## src/logic/tzp_defs.svh

```systemverilog
// Purpose: named offsets, field positions, reset values and counts of the timer block
// Assumes: included by bare name from every design file that needs it
// Notes:   definitions only
`ifndef TZP_DEFS_SVH
`define TZP_DEFS_SVH

// register offsets, bank-select bit is address bit 7
`define TZP_ADR_TMR      8'h01
`define TZP_ADR_INT_B0   8'h0B
`define TZP_ADR_INT_B1   8'h8B
`define TZP_ADR_OPT      8'h81
`define TZP_ADR_TRA      8'h85

// reset values
`define TZP_RST_TMR      8'h00
`define TZP_RST_INT      8'h00
`define TZP_RST_OPT      8'hFF
`define TZP_RST_TRA      5'h1F

// interrupt_control fields
`define TZP_INT_GLB_EN   7
`define TZP_INT_TIE      5
`define TZP_INT_TIF      2
`define TZP_INT_MASK     8'hBF

// option_config fields
`define TZP_OPT_CS       5
`define TZP_OPT_SE       4
`define TZP_OPT_ASSIGN   3
`define TZP_OPT_PS_HI    2

// port_a_direction width
`define TZP_TRA_W        5
`define TZP_TRA_PAD      3'h0

// counts
`define TZP_WR_INHIBIT   2'h2
`define TZP_TMR_MAX      8'hFF
`define TZP_WDT_BASE_MAX 8'hFF
`define TZP_ZERO8        8'h00

`endif

```

## src/logic/tzp_pkg.sv

```systemverilog
// Purpose: shared types of the timer block
// Assumes: nothing
// Notes:   constants live in tzp_defs.svh
package tzp_pkg;
  typedef logic [7:0] tzp_byte_t;
  typedef logic [2:0] tzp_ratio_t;
  typedef enum logic {TZP_OWN_TIMER, TZP_OWN_WDT} tzp_owner_t;
endpackage : tzp_pkg

```

## src/logic/tzp_scaler_if.sv

```systemverilog
// Purpose: link between timer core and shared scaler counter
// Assumes: one clock domain
// Notes:   tick_out is combinational from the scaler state
`timescale 1ns/10ps
interface tzp_scaler_if;
  logic                   tick_in;
  logic                   clear;
  tzp_pkg::tzp_ratio_t    ratio;
  tzp_pkg::tzp_owner_t    owner;
  logic                   tick_out;
  modport host   (output tick_in, output clear, output ratio, output owner, input tick_out);
  modport scaler (input tick_in, input clear, input ratio, input owner, output tick_out);
endinterface : tzp_scaler_if

```

## src/logic/tzp_prescaler.sv

```systemverilog
// Purpose: 8-bit scaler counter shared by timer and watchdog
// Assumes: tick_in is a one-cycle enable
// Notes:   not readable or writable by software
`timescale 1ns/10ps
`include "tzp_defs.svh"
module tzp_prescaler (
  input  wire logic   i_clk,
  input  wire logic   i_srst,
  tzp_scaler_if.scaler sif
);
  import tzp_pkg::*;

  logic [7:0] cnt_r;
  logic [7:0] mask;

  // timer divides by 2^(ratio+1), watchdog by 2^ratio
  function automatic logic [7:0] div_mask(input tzp_ratio_t r, input tzp_owner_t o);
    logic [3:0] n;
    n = {1'b0, r} + ((o == TZP_OWN_TIMER) ? 4'h1 : 4'h0);
    div_mask = 8'((9'h001 << n) - 9'h001);
  endfunction : div_mask

  assign mask         = div_mask(sif.ratio, sif.owner);
  assign sif.tick_out = sif.tick_in && ((cnt_r & mask) == mask);

  // clear wins over a tick in the same cycle
  always_ff @(posedge i_clk) begin
    if (i_srst) begin
      cnt_r <= `TZP_ZERO8;
    end else if (sif.clear) begin
      cnt_r <= `TZP_ZERO8;
    end else if (sif.tick_in) begin
      cnt_r <= cnt_r + 8'h01;
    end
  end

  ////////////////////////////////////////////////////////////////////////////////
  chk_scaler_clear: assert property (@(posedge i_clk) disable iff (i_srst)
    sif.clear |=> (cnt_r == `TZP_ZERO8))
    else $error("scaler not cleared");
  chk_wdt_div_one: assert property (@(posedge i_clk) disable iff (i_srst)
    (sif.owner == TZP_OWN_WDT && sif.ratio == 3'h0 && sif.tick_in) |-> sif.tick_out)
    else $error("watchdog ratio zero must pass every tick");
  chk_tmr_div_256: assert property (@(posedge i_clk) disable iff (i_srst)
    (sif.owner == TZP_OWN_TIMER && sif.ratio == 3'h7 && sif.tick_in && sif.tick_out)
    |-> (cnt_r == 8'hFF))
    else $error("timer ratio seven must divide by 256");
endmodule : tzp_prescaler

```

## src/logic/tzp_timer0.sv

```systemverilog
// Purpose: 8-bit timer/counter with scaler shared with the watchdog
// Assumes: one I_SYS_CLK cycle is one instruction cycle; inputs synchronous
// Notes:   watchdog advances only on the RC oscillator tick input
//
// Contract
// - watchdog clear resets watchdog counter and shared scaler counter
// - writing timer_count clears the scaler while it is assigned to the timer
// - unimplemented register bits always read as zero
// - watchdog and its scaler are clocked from the dedicated RC oscillator tick
// - internal source counts each cycle; two cycles inhibited after a count write
// - external source counts input edges; edge select zero rising, one falling
// - rollover FFh to 00h sets flag; interrupt only when enabled; software clears
// - assign bit zero gives scaler to timer, one gives it to the watchdog
`timescale 1ns/10ps
`include "tzp_defs.svh"
module tzp_timer0 (
  input  wire logic             I_SYS_CLK,
  input  wire logic             I_SRST,
  input  wire tzp_pkg::tzp_byte_t I_ADDR,
  input  wire tzp_pkg::tzp_byte_t I_WDATA,
  input  wire logic             I_WR,
  input  wire logic             I_RD,
  input  wire logic             I_WDT_CLR,
  input  wire logic             I_WDT_ENABLE,
  input  wire logic             I_WDT_OSC_TICK,
  input  wire logic             I_EXT_COUNT_INPUT,
  output tzp_pkg::tzp_byte_t    O_RDATA,
  output logic                  O_IRQ,
  output logic                  O_WDT_TIMEOUT,
  output logic [4:0]            O_PORTA_DIR
);
  import tzp_pkg::*;

  tzp_scaler_if sif ();

  tzp_byte_t  timer_r;
  tzp_byte_t  irq_ctrl_r;
  tzp_byte_t  option_r;
  logic [4:0] dir_r;
  logic [1:0] inhibit_r;
  logic       ext_prev_r;
  tzp_byte_t  wdt_cnt_r;
  tzp_byte_t  rdata_r;
  logic       irq_r;
  logic       timeout_r;

  logic       wr_tmr, wr_int, wr_opt, wr_tra;
  logic       ext_edge, src_tick, tmr_tick, tmr_inc, tif_set;
  logic       wdt_base_ovf, wdt_timeout;
  tzp_owner_t owner;
  tzp_byte_t  rd_nxt;

  ////////////////////////////////////////////////////////////////////////////////
  // decode and count sources
  assign wr_tmr   = I_WR && (I_ADDR == `TZP_ADR_TMR);
  assign wr_int   = I_WR && ((I_ADDR == `TZP_ADR_INT_B0) || (I_ADDR == `TZP_ADR_INT_B1));
  assign wr_opt   = I_WR && (I_ADDR == `TZP_ADR_OPT);
  assign wr_tra   = I_WR && (I_ADDR == `TZP_ADR_TRA);
  assign ext_edge = option_r[`TZP_OPT_SE] ? (ext_prev_r && !I_EXT_COUNT_INPUT)
                                          : (!ext_prev_r && I_EXT_COUNT_INPUT);
  assign src_tick = option_r[`TZP_OPT_CS] ? ext_edge : 1'b1;
  assign owner    = option_r[`TZP_OPT_ASSIGN] ? TZP_OWN_WDT : TZP_OWN_TIMER;

  // watchdog base count steps only on RC oscillator ticks
  assign wdt_base_ovf = I_WDT_ENABLE && I_WDT_OSC_TICK && !I_WDT_CLR
                        && (wdt_cnt_r == `TZP_WDT_BASE_MAX);

  assign sif.owner   = owner;
  assign sif.ratio   = option_r[`TZP_OPT_PS_HI:0];
  assign sif.tick_in = (owner == TZP_OWN_TIMER) ? src_tick : wdt_base_ovf;
  // clear works even with the watchdog disabled, so the switch sequence is safe
  assign sif.clear   = I_WDT_CLR
                       || (wr_tmr && (owner == TZP_OWN_TIMER));

  assign tmr_tick    = (owner == TZP_OWN_TIMER) ? sif.tick_out : src_tick;
  assign tmr_inc     = tmr_tick && (inhibit_r == 2'h0) && !wr_tmr;
  assign tif_set     = tmr_inc && (timer_r == `TZP_TMR_MAX);
  assign wdt_timeout = (owner == TZP_OWN_WDT) ? sif.tick_out : wdt_base_ovf;

  tzp_prescaler u_scaler (
    .i_clk  (I_SYS_CLK),
    .i_srst (I_SRST),
    .sif    (sif.scaler)
  );

  ////////////////////////////////////////////////////////////////////////////////
  // timer count and write inhibit
  always_ff @(posedge I_SYS_CLK) begin
    if (I_SRST) begin
      timer_r <= `TZP_RST_TMR;
    end else if (wr_tmr) begin
      timer_r <= I_WDATA;
    end else if (tmr_inc) begin
      timer_r <= timer_r + 8'h01;
    end
  end

  // adjusted write values are the user's workaround for the two lost counts
  always_ff @(posedge I_SYS_CLK) begin
    if (I_SRST) begin
      inhibit_r <= 2'h0;
    end else if (wr_tmr) begin
      inhibit_r <= `TZP_WR_INHIBIT;
    end else if (inhibit_r != 2'h0) begin
      inhibit_r <= inhibit_r - 2'h1;
    end
  end

  always_ff @(posedge I_SYS_CLK) begin
    if (I_SRST) begin
      ext_prev_r <= 1'b0;
    end else begin
      ext_prev_r <= I_EXT_COUNT_INPUT;
    end
  end

  // interrupt_control: overflow set wins over a software clear
  always_ff @(posedge I_SYS_CLK) begin
    if (I_SRST) begin
      irq_ctrl_r <= `TZP_RST_INT;
    end else begin
      if (wr_int) begin
        irq_ctrl_r <= I_WDATA & `TZP_INT_MASK;
      end
      if (tif_set) begin
        irq_ctrl_r[`TZP_INT_TIF] <= 1'b1;
      end
    end
  end

  always_ff @(posedge I_SYS_CLK) begin
    if (I_SRST) begin
      option_r <= `TZP_RST_OPT;
      dir_r    <= `TZP_RST_TRA;
    end else begin
      if (wr_opt) begin
        option_r <= I_WDATA;
      end
      if (wr_tra) begin
        dir_r <= I_WDATA[`TZP_TRA_W-1:0];
      end
    end
  end

  // watchdog base counter
  always_ff @(posedge I_SYS_CLK) begin
    if (I_SRST || I_WDT_CLR) begin
      wdt_cnt_r <= `TZP_ZERO8;
    end else if (I_WDT_ENABLE && I_WDT_OSC_TICK) begin
      wdt_cnt_r <= wdt_cnt_r + 8'h01;
    end
  end

  ////////////////////////////////////////////////////////////////////////////////
  // read port and outputs
  always_comb begin
    case (I_ADDR)
      `TZP_ADR_TMR:    rd_nxt = timer_r;
      `TZP_ADR_INT_B0: rd_nxt = irq_ctrl_r & `TZP_INT_MASK;
      `TZP_ADR_INT_B1: rd_nxt = irq_ctrl_r & `TZP_INT_MASK;
      `TZP_ADR_OPT:    rd_nxt = option_r;
      `TZP_ADR_TRA:    rd_nxt = {`TZP_TRA_PAD, dir_r};
      default:         rd_nxt = `TZP_ZERO8;
    endcase
  end

  always_ff @(posedge I_SYS_CLK) begin
    if (I_SRST) begin
      rdata_r   <= `TZP_ZERO8;
      irq_r     <= 1'b0;
      timeout_r <= 1'b0;
    end else begin
      if (I_RD) begin
        rdata_r <= rd_nxt;
      end
      irq_r     <= irq_ctrl_r[`TZP_INT_GLB_EN] && irq_ctrl_r[`TZP_INT_TIE]
                   && irq_ctrl_r[`TZP_INT_TIF];
      timeout_r <= wdt_timeout;
    end
  end

  assign O_RDATA       = rdata_r;
  assign O_IRQ         = irq_r;
  assign O_WDT_TIMEOUT = timeout_r;
  assign O_PORTA_DIR   = dir_r;

  ////////////////////////////////////////////////////////////////////////////////
  chk_write_scaler_clr: assert property (@(posedge I_SYS_CLK) disable iff (I_SRST)
    (wr_tmr && !option_r[`TZP_OPT_ASSIGN]) |-> sif.clear)
    else $error("count write did not clear scaler");
  chk_write_inhibit: assert property (@(posedge I_SYS_CLK) disable iff (I_SRST)
    (wr_tmr ##1 !wr_tmr ##1 !wr_tmr) |=> (timer_r == $past(I_WDATA, 3)))
    else $error("count moved inside two-cycle inhibit");
  chk_internal_step: assert property (@(posedge I_SYS_CLK) disable iff (I_SRST)
    (!option_r[`TZP_OPT_CS] && option_r[`TZP_OPT_ASSIGN] && inhibit_r == 2'h0 && !wr_tmr)
    |=> (timer_r == $past(timer_r) + 8'h01))
    else $error("internal source missed a cycle");
  chk_ext_edge: assert property (@(posedge I_SYS_CLK) disable iff (I_SRST)
    (option_r[`TZP_OPT_CS] && option_r[`TZP_OPT_ASSIGN] && !wr_tmr && !I_EXT_COUNT_INPUT
     && ext_prev_r == !option_r[`TZP_OPT_SE]) |=> $stable(timer_r))
    else $error("count moved without the selected edge");
  chk_ovf_flag: assert property (@(posedge I_SYS_CLK) disable iff (I_SRST)
    (tmr_inc && timer_r == `TZP_TMR_MAX) |=> (timer_r == 8'h00 && irq_ctrl_r[`TZP_INT_TIF]))
    else $error("rollover did not set overflow flag");
  chk_irq_gate: assert property (@(posedge I_SYS_CLK) disable iff (I_SRST)
    !irq_ctrl_r[`TZP_INT_TIE] |=> !O_IRQ)
    else $error("interrupt raised while disabled");
  chk_unimpl_zero: assert property (@(posedge I_SYS_CLK) disable iff (I_SRST)
    (I_RD && (I_ADDR == `TZP_ADR_TRA || I_ADDR == `TZP_ADR_INT_B0))
    |=> ((($past(I_ADDR) == `TZP_ADR_TRA) ? O_RDATA[7:5] : {2'h0, O_RDATA[6]}) == 3'h0))
    else $error("unimplemented bit read as one");
  chk_wdt_rc_only: assert property (@(posedge I_SYS_CLK) disable iff (I_SRST)
    (!I_WDT_OSC_TICK && !I_WDT_CLR) |=> $stable(wdt_cnt_r))
    else $error("watchdog moved without oscillator tick");
  chk_wdt_clear: assert property (@(posedge I_SYS_CLK) disable iff (I_SRST)
    I_WDT_CLR |=> (wdt_cnt_r == `TZP_ZERO8))
    else $error("watchdog clear missed");
  chk_assign_route: assert property (@(posedge I_SYS_CLK) disable iff (I_SRST)
    (option_r[`TZP_OPT_ASSIGN] && !wdt_base_ovf) |-> !sif.tick_in)
    else $error("scaler fed by timer while assigned to watchdog");

  cov_overflow:  cover property (@(posedge I_SYS_CLK) disable iff (I_SRST) tif_set);
  cov_timeout:   cover property (@(posedge I_SYS_CLK) disable iff (I_SRST) O_WDT_TIMEOUT);
  cov_ext_count: cover property (@(posedge I_SYS_CLK) disable iff (I_SRST)
    option_r[`TZP_OPT_CS] && tmr_inc);
  cov_irq:       cover property (@(posedge I_SYS_CLK) disable iff (I_SRST) O_IRQ);
endmodule : tzp_timer0

```

## config.mk

```make
export PLATFORM = sky130hd
export DESIGN_NAME = tzp_timer0
export DESIGN_NICKNAME = d
export VERILOG_FILES = /design/src/logic/tzp_pkg.sv /design/src/logic/tzp_scaler_if.sv /design/src/logic/tzp_prescaler.sv /design/src/logic/tzp_timer0.sv
export VERILOG_INCLUDE_DIRS = /design/src /design/src/logic
export SDC_FILE = /design/constraint.sdc
export NUM_CORES = 1
export LEC_CHECK = 0
export ABC_CLOCK_PERIOD_IN_PS = 5000
export BUFFER_PORTS_ARGS = -buffer_cell sky130_fd_sc_hd__buf_2
export CAP_MARGIN = 20
export CORE_AREA = 3 3 87 89
export DETAILED_ROUTE_END_ITERATION = 16
export DIE_AREA = 0 0 90 92
export PLACE_DENSITY = 0.64
export SYNTH_ARGS = -nofsm -noshare
export SYNTH_HDL_FRONTEND = slang
export SYNTH_SLANG_ARGS = --single-unit
```

## constraint.sdc

```tcl
create_clock -name I_SYS_CLK -period 5 [get_ports I_SYS_CLK]
set_clock_uncertainty 0.2 [all_clocks]
set_input_delay 1.5 -clock I_SYS_CLK [delete_from_list [all_inputs] [get_ports I_SYS_CLK]]
set_output_delay 1.5 -clock I_SYS_CLK [all_outputs]
set_load 0.01 [all_outputs]
```

-- Word level (Yosys, flattened, before mapping)
Cells that the tools add are included.
- output and inout bits: 15
- input bits: 24
- register bits after elaboration: 57
- word-level logic and storage cells: 75
- equality and inequality tests: 8
- bitwise logic cells: 2
- muxes and demuxes: 14
- add/subtract/negate cells: 6
- shift operators: 1
- reduce and logical (&&, ||, !) cells: 31
- operator list (operator ; number):
    equality test 8 bit, second input constant ; 5
    one-hot mux 8 bit (4 select lines) ; 1
    adder 8 x 1 -> 8 bit, second input constant ; 3
    logical AND 1 bit ; 16
    2-to-1 mux 8 bit ; 2
    bitwise AND 8 bit ; 1
    equality test 8 x 1 -> 1 bit, second input constant ; 1
    equality test 8 x 4 -> 1 bit, second input constant ; 1
    equality test 8 bit ; 1
    2-to-1 mux 1 bit ; 8
    nonzero test 2 bit ; 4
    left shift 1 x 4 -> 8 bit, first input constant ; 1
    subtractor 8 x 1 -> 8 bit, second input constant ; 1
    OR reduction 2 bit ; 3
    adder 3 x 4 -> 4 bit ; 1
    zero test 1 bit ; 4
    2-to-1 mux 2 bit ; 2
    logical OR 1 bit ; 3
    2-to-1 mux 3 bit ; 1
    zero test 2 bit ; 1
    subtractor 2 x 1 -> 2 bit, second input constant ; 1
    NOT 1 bit ; 1

-- Depth between registers and ports, before layout
- word-level depth: 13
- mapped depth: 16
- mapped depth without buffers: 14

-- By module
A second synthesis with hierarchy kept.
- cell total of the unflattened synthesis: 359
- area total of the unflattened synthesis: 3165.5 µm²
- modules (own cells, without submodules) (module ; instances ; cells an instance ; sequential area each (µm²) ; area each (µm²)):
    tzp_timer0 ; 1 ; 257 ; 980.9 ; 2334.7
    tzp_prescaler ; 1 ; 102 ; 160.2 ; 830.8

-- Least setup slack after synthesis
Ideal clock, no wire load.
- path type: register to register
- from: reg option_r[3]
- to: reg timer_r[3]
- library setup time: 0.131 ns
- slack: 0.911 ns
- path buffers: 2
- clock period less this slack: 4.089 ns
- arrival time: 3.757 ns
- stages on the path, launching flop included: 16
- data required time: 4.669 ns
- path through: dfxtp_1 -> clkbuf_1 -> clkinv_1 -> ha_1 -> ha_1 -> buf_2 -> or2_1 -> o22ai_1 -> nand2b_1 -> ha_1 -> nor2b_1 -> o221a_1 -> a2111o_1 -> or4_4 -> a211oi_1 -> nor3_1
- cells in the longest elaborated chain, start to end: 12
- elaborated cells between the ends (all ways): 13
- classes of those cells: add/sub: 2; eq/ne: 1; shift: 1; mux: 4; bitwise: 1; reduce/logical: 4
- ends and longest elaborated chain (what ; RTL line ; source):
    start: declaration ; tzp_timer0.sv:38 ; tzp_byte_t option_r;
    start signal: assignment ; tzp_timer0.sv:133 ; option_r <= `TZP_RST_OPT;
    2-to-1 mux 1 bit * ; tzp_timer0.sv:62 ; assign owner = option_r[`TZP_OPT_ASSIGN] ? TZP_OWN_WDT : TZP_OWN_TIMER;
    2-to-1 mux 1 bit ; tzp_prescaler.sv:19 ; n = {1'b0, r} + ((o == TZP_OWN_TIMER) ? 4'h1 : 4'h0);
    adder 3 x 4 -> 4 bit ; tzp_prescaler.sv:19 ;
    left shift 1 x 4 -> 8 bit ; tzp_prescaler.sv:20 ; div_mask = 8'((9'h001 << n) - 9'h001);
    subtractor 8 x 1 -> 8 bit ; tzp_prescaler.sv:20 ;
    bitwise AND 8 bit ; tzp_prescaler.sv:24 ; assign sif.tick_out = sif.tick_in && ((cnt_r & mask) == mask);
    equality test 8 bit ; tzp_prescaler.sv:24 ;
    logical AND 1 bit ; tzp_prescaler.sv:24 ;
    2-to-1 mux 1 bit * ; tzp_timer0.sv:75 ; assign tmr_tick = (owner == TZP_OWN_TIMER) ? sif.tick_out : src_tick;
    logical AND 1 bit * (2 in a row) ; tzp_timer0.sv:76 ; assign tmr_inc = tmr_tick && (inhibit_r == 2'h0) && !wr_tmr;
    nonzero test 2 bit (no line) * ; n/a ;
    end signal: assignment ; tzp_timer0.sv:90 ; timer_r <= `TZP_RST_TMR;
    end signal: assignment ; tzp_timer0.sv:94 ; timer_r <= timer_r + 8'h01;
    end: declaration ; tzp_timer0.sv:36 ; tzp_byte_t timer_r;
Mark *: on every way between the ends. The rest lies on a longest branch, timed or not.
A chain may end at the register's enable or synchronous reset.

-- Worst setup path after layout
- from: reg option_r[3]
- to: reg timer_r[0]
The elaborated chain is that of the path after synthesis.

==> impl_metrics.yaml <==
synth:
  synth_seq_area_share: 0.3713
  yosysWarnings: 0
  synth-edff-count: 0
  synthTopCellsByArea: "dfxtp_1 37%, nor2_1 6.7%, nand2_1 3.8%"
  ys_ff_latch: 57
  synth_area_sq_um: 3073
  synth_top_cells_by_count: "57 x dfxtp_1, 55 x nor2_1, 31 x nand2_1"
  post-synth-top-count-cell: "dfxtp_1"
  avgSynthCellArea_sq_um: 8.419
  syn-num-nets: 396
  ys.flop_type: "dfxtp_1"
  synthCells: 365
  synth_top_area_frac: 0.3713
  yosysUniqueCellTypes: 64
  synth_top_cell_by_area: "dfxtp_1"
  synth-async-reset-ratio: 0
floorplan:
  die_w_microns: 90
  rows: 30
  fp.dieH_microns: 92
  die_area_sq_um: 8280
  start_util: 0.4498
  core_sq_um: 6832
  num_io_pins: 39
timing:
  hold_viol_final: 0
  setup_viol: 0
  min_period_over_period: 0.8774
  rsz0062_at_grt: "false"
  max_freq_mhz: 227.9
  tns_ns: 0
  fin_crit_ns: 4.387
  worst_pin_slew_ns: 0.7359
  slew_headroom: 0.5094
  slew_viol_final: 0
  worst_slack_ns: 0.6130
routing:
  wl_met2_microns: 3236
  vias: 2823
  dr.pass1.iters: 5
  wl_met1_microns: 3601
  drcViolationCount: 0
  ant_nets: 0
  totalWireLength_microns: 7273
  drtIter0Drc: 193
  highest_layer: "met4"
  wl_per_cell_microns: 14.58
  dr_wl_met3_microns: 351
  viasPerCell: 5.657
pwr:
  power_density_nw_per_um2: 278.1
  peakVddDrop_mv: 0.2333
  p_leak_nw: 1.389
setup_path:
  path_class: "register to register"
  critical-path-top-delay-family: "compound AO/OA/AOI/OAI gates"
  cpPeakStageDelay_ns: 0.56
  slowest_stage: "nor4_4"
  worstPathArrival_ns: 4.41
  crit_chain: "clkinv_1 -> ha_1 -> ha_1 -> or2_1 -> o22ai_1 -> nand2b_1 -> ha_1 -> nor2b_1 -> o221a_1 -> a2111o_1 -> nor4_4 -> a2111oi_2 -> a2111oi_2"
  crit_path_end_kind: "register"
  cp_common_cell: "ha_1"
  cp.required_ns: 5.03
  crit_fanout: 11
  crit_buf_inv: 1
  crit_path_start_kind: "register"
cells_and_area:
  fillers: 692
  syn_to_final_growth_pct: 15.59
  diodes: 0
  final_layout_size_suffix_gt1_frac: 0.1663
  nets: 429
placement:
  port_buffers: 38
  gp_congestion: 0.8063
  preCtsSetupSlack_ns: 0.6068
  hpwlAfterDp_microns: 5338
clock_tree:
  cts_resized: 0
  cts_buffer_depth: 2
  hold_buffers: 0
  cts_num_sinks: 57
  post_cts_buffers: 0
  numCtsBuffers: 9
  root_buffer: "clkbuf_8"
  clk-insertion-delay-late_ns: 0.33
  clk_pin_slew_ns: 0.06
  htreeDepth: 3
  cts_tree: "done"
hold_path:
  hp-class: "register to register"
global_routing:
  grt_max_degree: 43
  grt-ovfl-total: 0
  grt_pass1_vias: 2614
  antenna_found_initial: 0
  grt_use_total: 0.1802
  grt_first_pass_wirelength_microns: 12360
run_status:
  outcome: "complete, no violations"
job:
  max_cap_viol_count: 0
==> cells by family after synthesis <==
family                     synth area share
AOI/OAI and AO/OA                    0.2146
xor gates and xnor gates            0.04560
adders and majority gates           0.02850
buffers and inverters               0.04153
DFF                                  0.3713
muxes                               0.02972
and+or+nand+nor                      0.2687
==> per-layer routing <==
metal | GRT usage | up-vias
met2 | 0.2794 | 69
met5 | 0 | -
met1 | 0.2501 | 1337
li1 | - | 1410
met4 | 0.04974 | 0
met3 | 0.04266 | 7
==> flip-flops by register name, indices dropped and copies added, names as in the netlist <==
name / count
O_PORTA_DIR: 5
O_WDT_TIMEOUT: 1
irq_ctrl_r: 7
option_r: 8
O_RDATA: 8
wdt_cnt_r: 8
O_IRQ: 1
timer_r: 8
ext_prev_r: 1
inhibit_r: 2
u_scaler.cnt_r: 8
==> placed cells by master, fill, tap and decap left out, types with 3 or more instances in the layout <==
cell       instances
nand3b_1           5
and3_1            16
clkbuf_8          11
dfxtp_1           57
nand3_1            9
xnor2_1            6
xor2_1            10
nor3_1             9
mux2i_1            8
o311a_1            3
a2111oi_0          4
inv_1              9
buf_2             38
o21ai_0            3
o221ai_1           3
nor2b_1            5
ha_1               7
a21o_1             3
a21oi_1           19
nand4_1            5
buf_4              4
a211o_1            8
or3_1              4
nor2_1            55
a222oi_1           7
a211oi_1           6
nand2_1           31
and2_1             7
nand2b_1           4
==> final timing paths <==
kind	endpoint	cells past startpoint	from	slack (ns)
max	timer_r[0]	13	option_r[3]	0.61
min	inhibit_r[0]	1	inhibit_r[0]	0.25
max reg2reg	timer_r[0]	13	option_r[3]	0.61
min reg2reg	inhibit_r[0]	1	inhibit_r[0]	0.25
==> where the power goes <==
| group | internal [mW] | total (mW) | switching, mW |
|---|---|---|---|
| Sequential | 0.456 | 0.458 | 0.00211 |
| Combinational | 0.0157 | 0.0414 | 0.0257 |
| Clock | 0.306 | 0.488 | 0.182 |
==> area by class of cell <==
class,count,area (sq um),area share
clock buffers,11,151.4,0.04262
clock inverters,5,77.57,0.02184
inverters,10,37.54,0.01057
multi-input cells,278,1804,0.5079
flip-flops and latches,57,1141,0.3212
well taps,96,120.1,0.03381
repair buffers,42,220.2,0.06199
==> through the flow <==
stage | cells | hold WS [ns] | instance area (sq um) | util | total power [mW]
6_report | 499 | 0.2536 | 3552 | 0.5200 | 0.9880
5_1_grt | 499 | 0.2777 | 3552 | 0.5200 | 1.030
4_1_cts | 499 | 0.2576 | 3552 | 0.5200 | 1.001
3_5_place_dp | 483 | 0.2503 | 3323 | 0.4864 | 0.5095
3_3_place_gp | 483 | 0.2340 | 3323 | 0.4864 | 0.5090
2_1_floorplan | 365 | 0.2244 | 3073 | - | 0.4906
==> worst register-to-register path, stage by stage, from the launching register on <==
cell	delay, ns
dfxtp_1	0.52
clkinv_1	0.36
ha_1	0.30
ha_1	0.30
or2_1	0.29
o22ai_1	0.21
nand2b_1	0.11
ha_1	0.29
nor2b_1	0.17
o221a_1	0.12
a2111o_1	0.43
nor4_4	0.56
a2111oi_2	0.16
a2111oi_2	0.28
(Power assumes the default switching activity.)
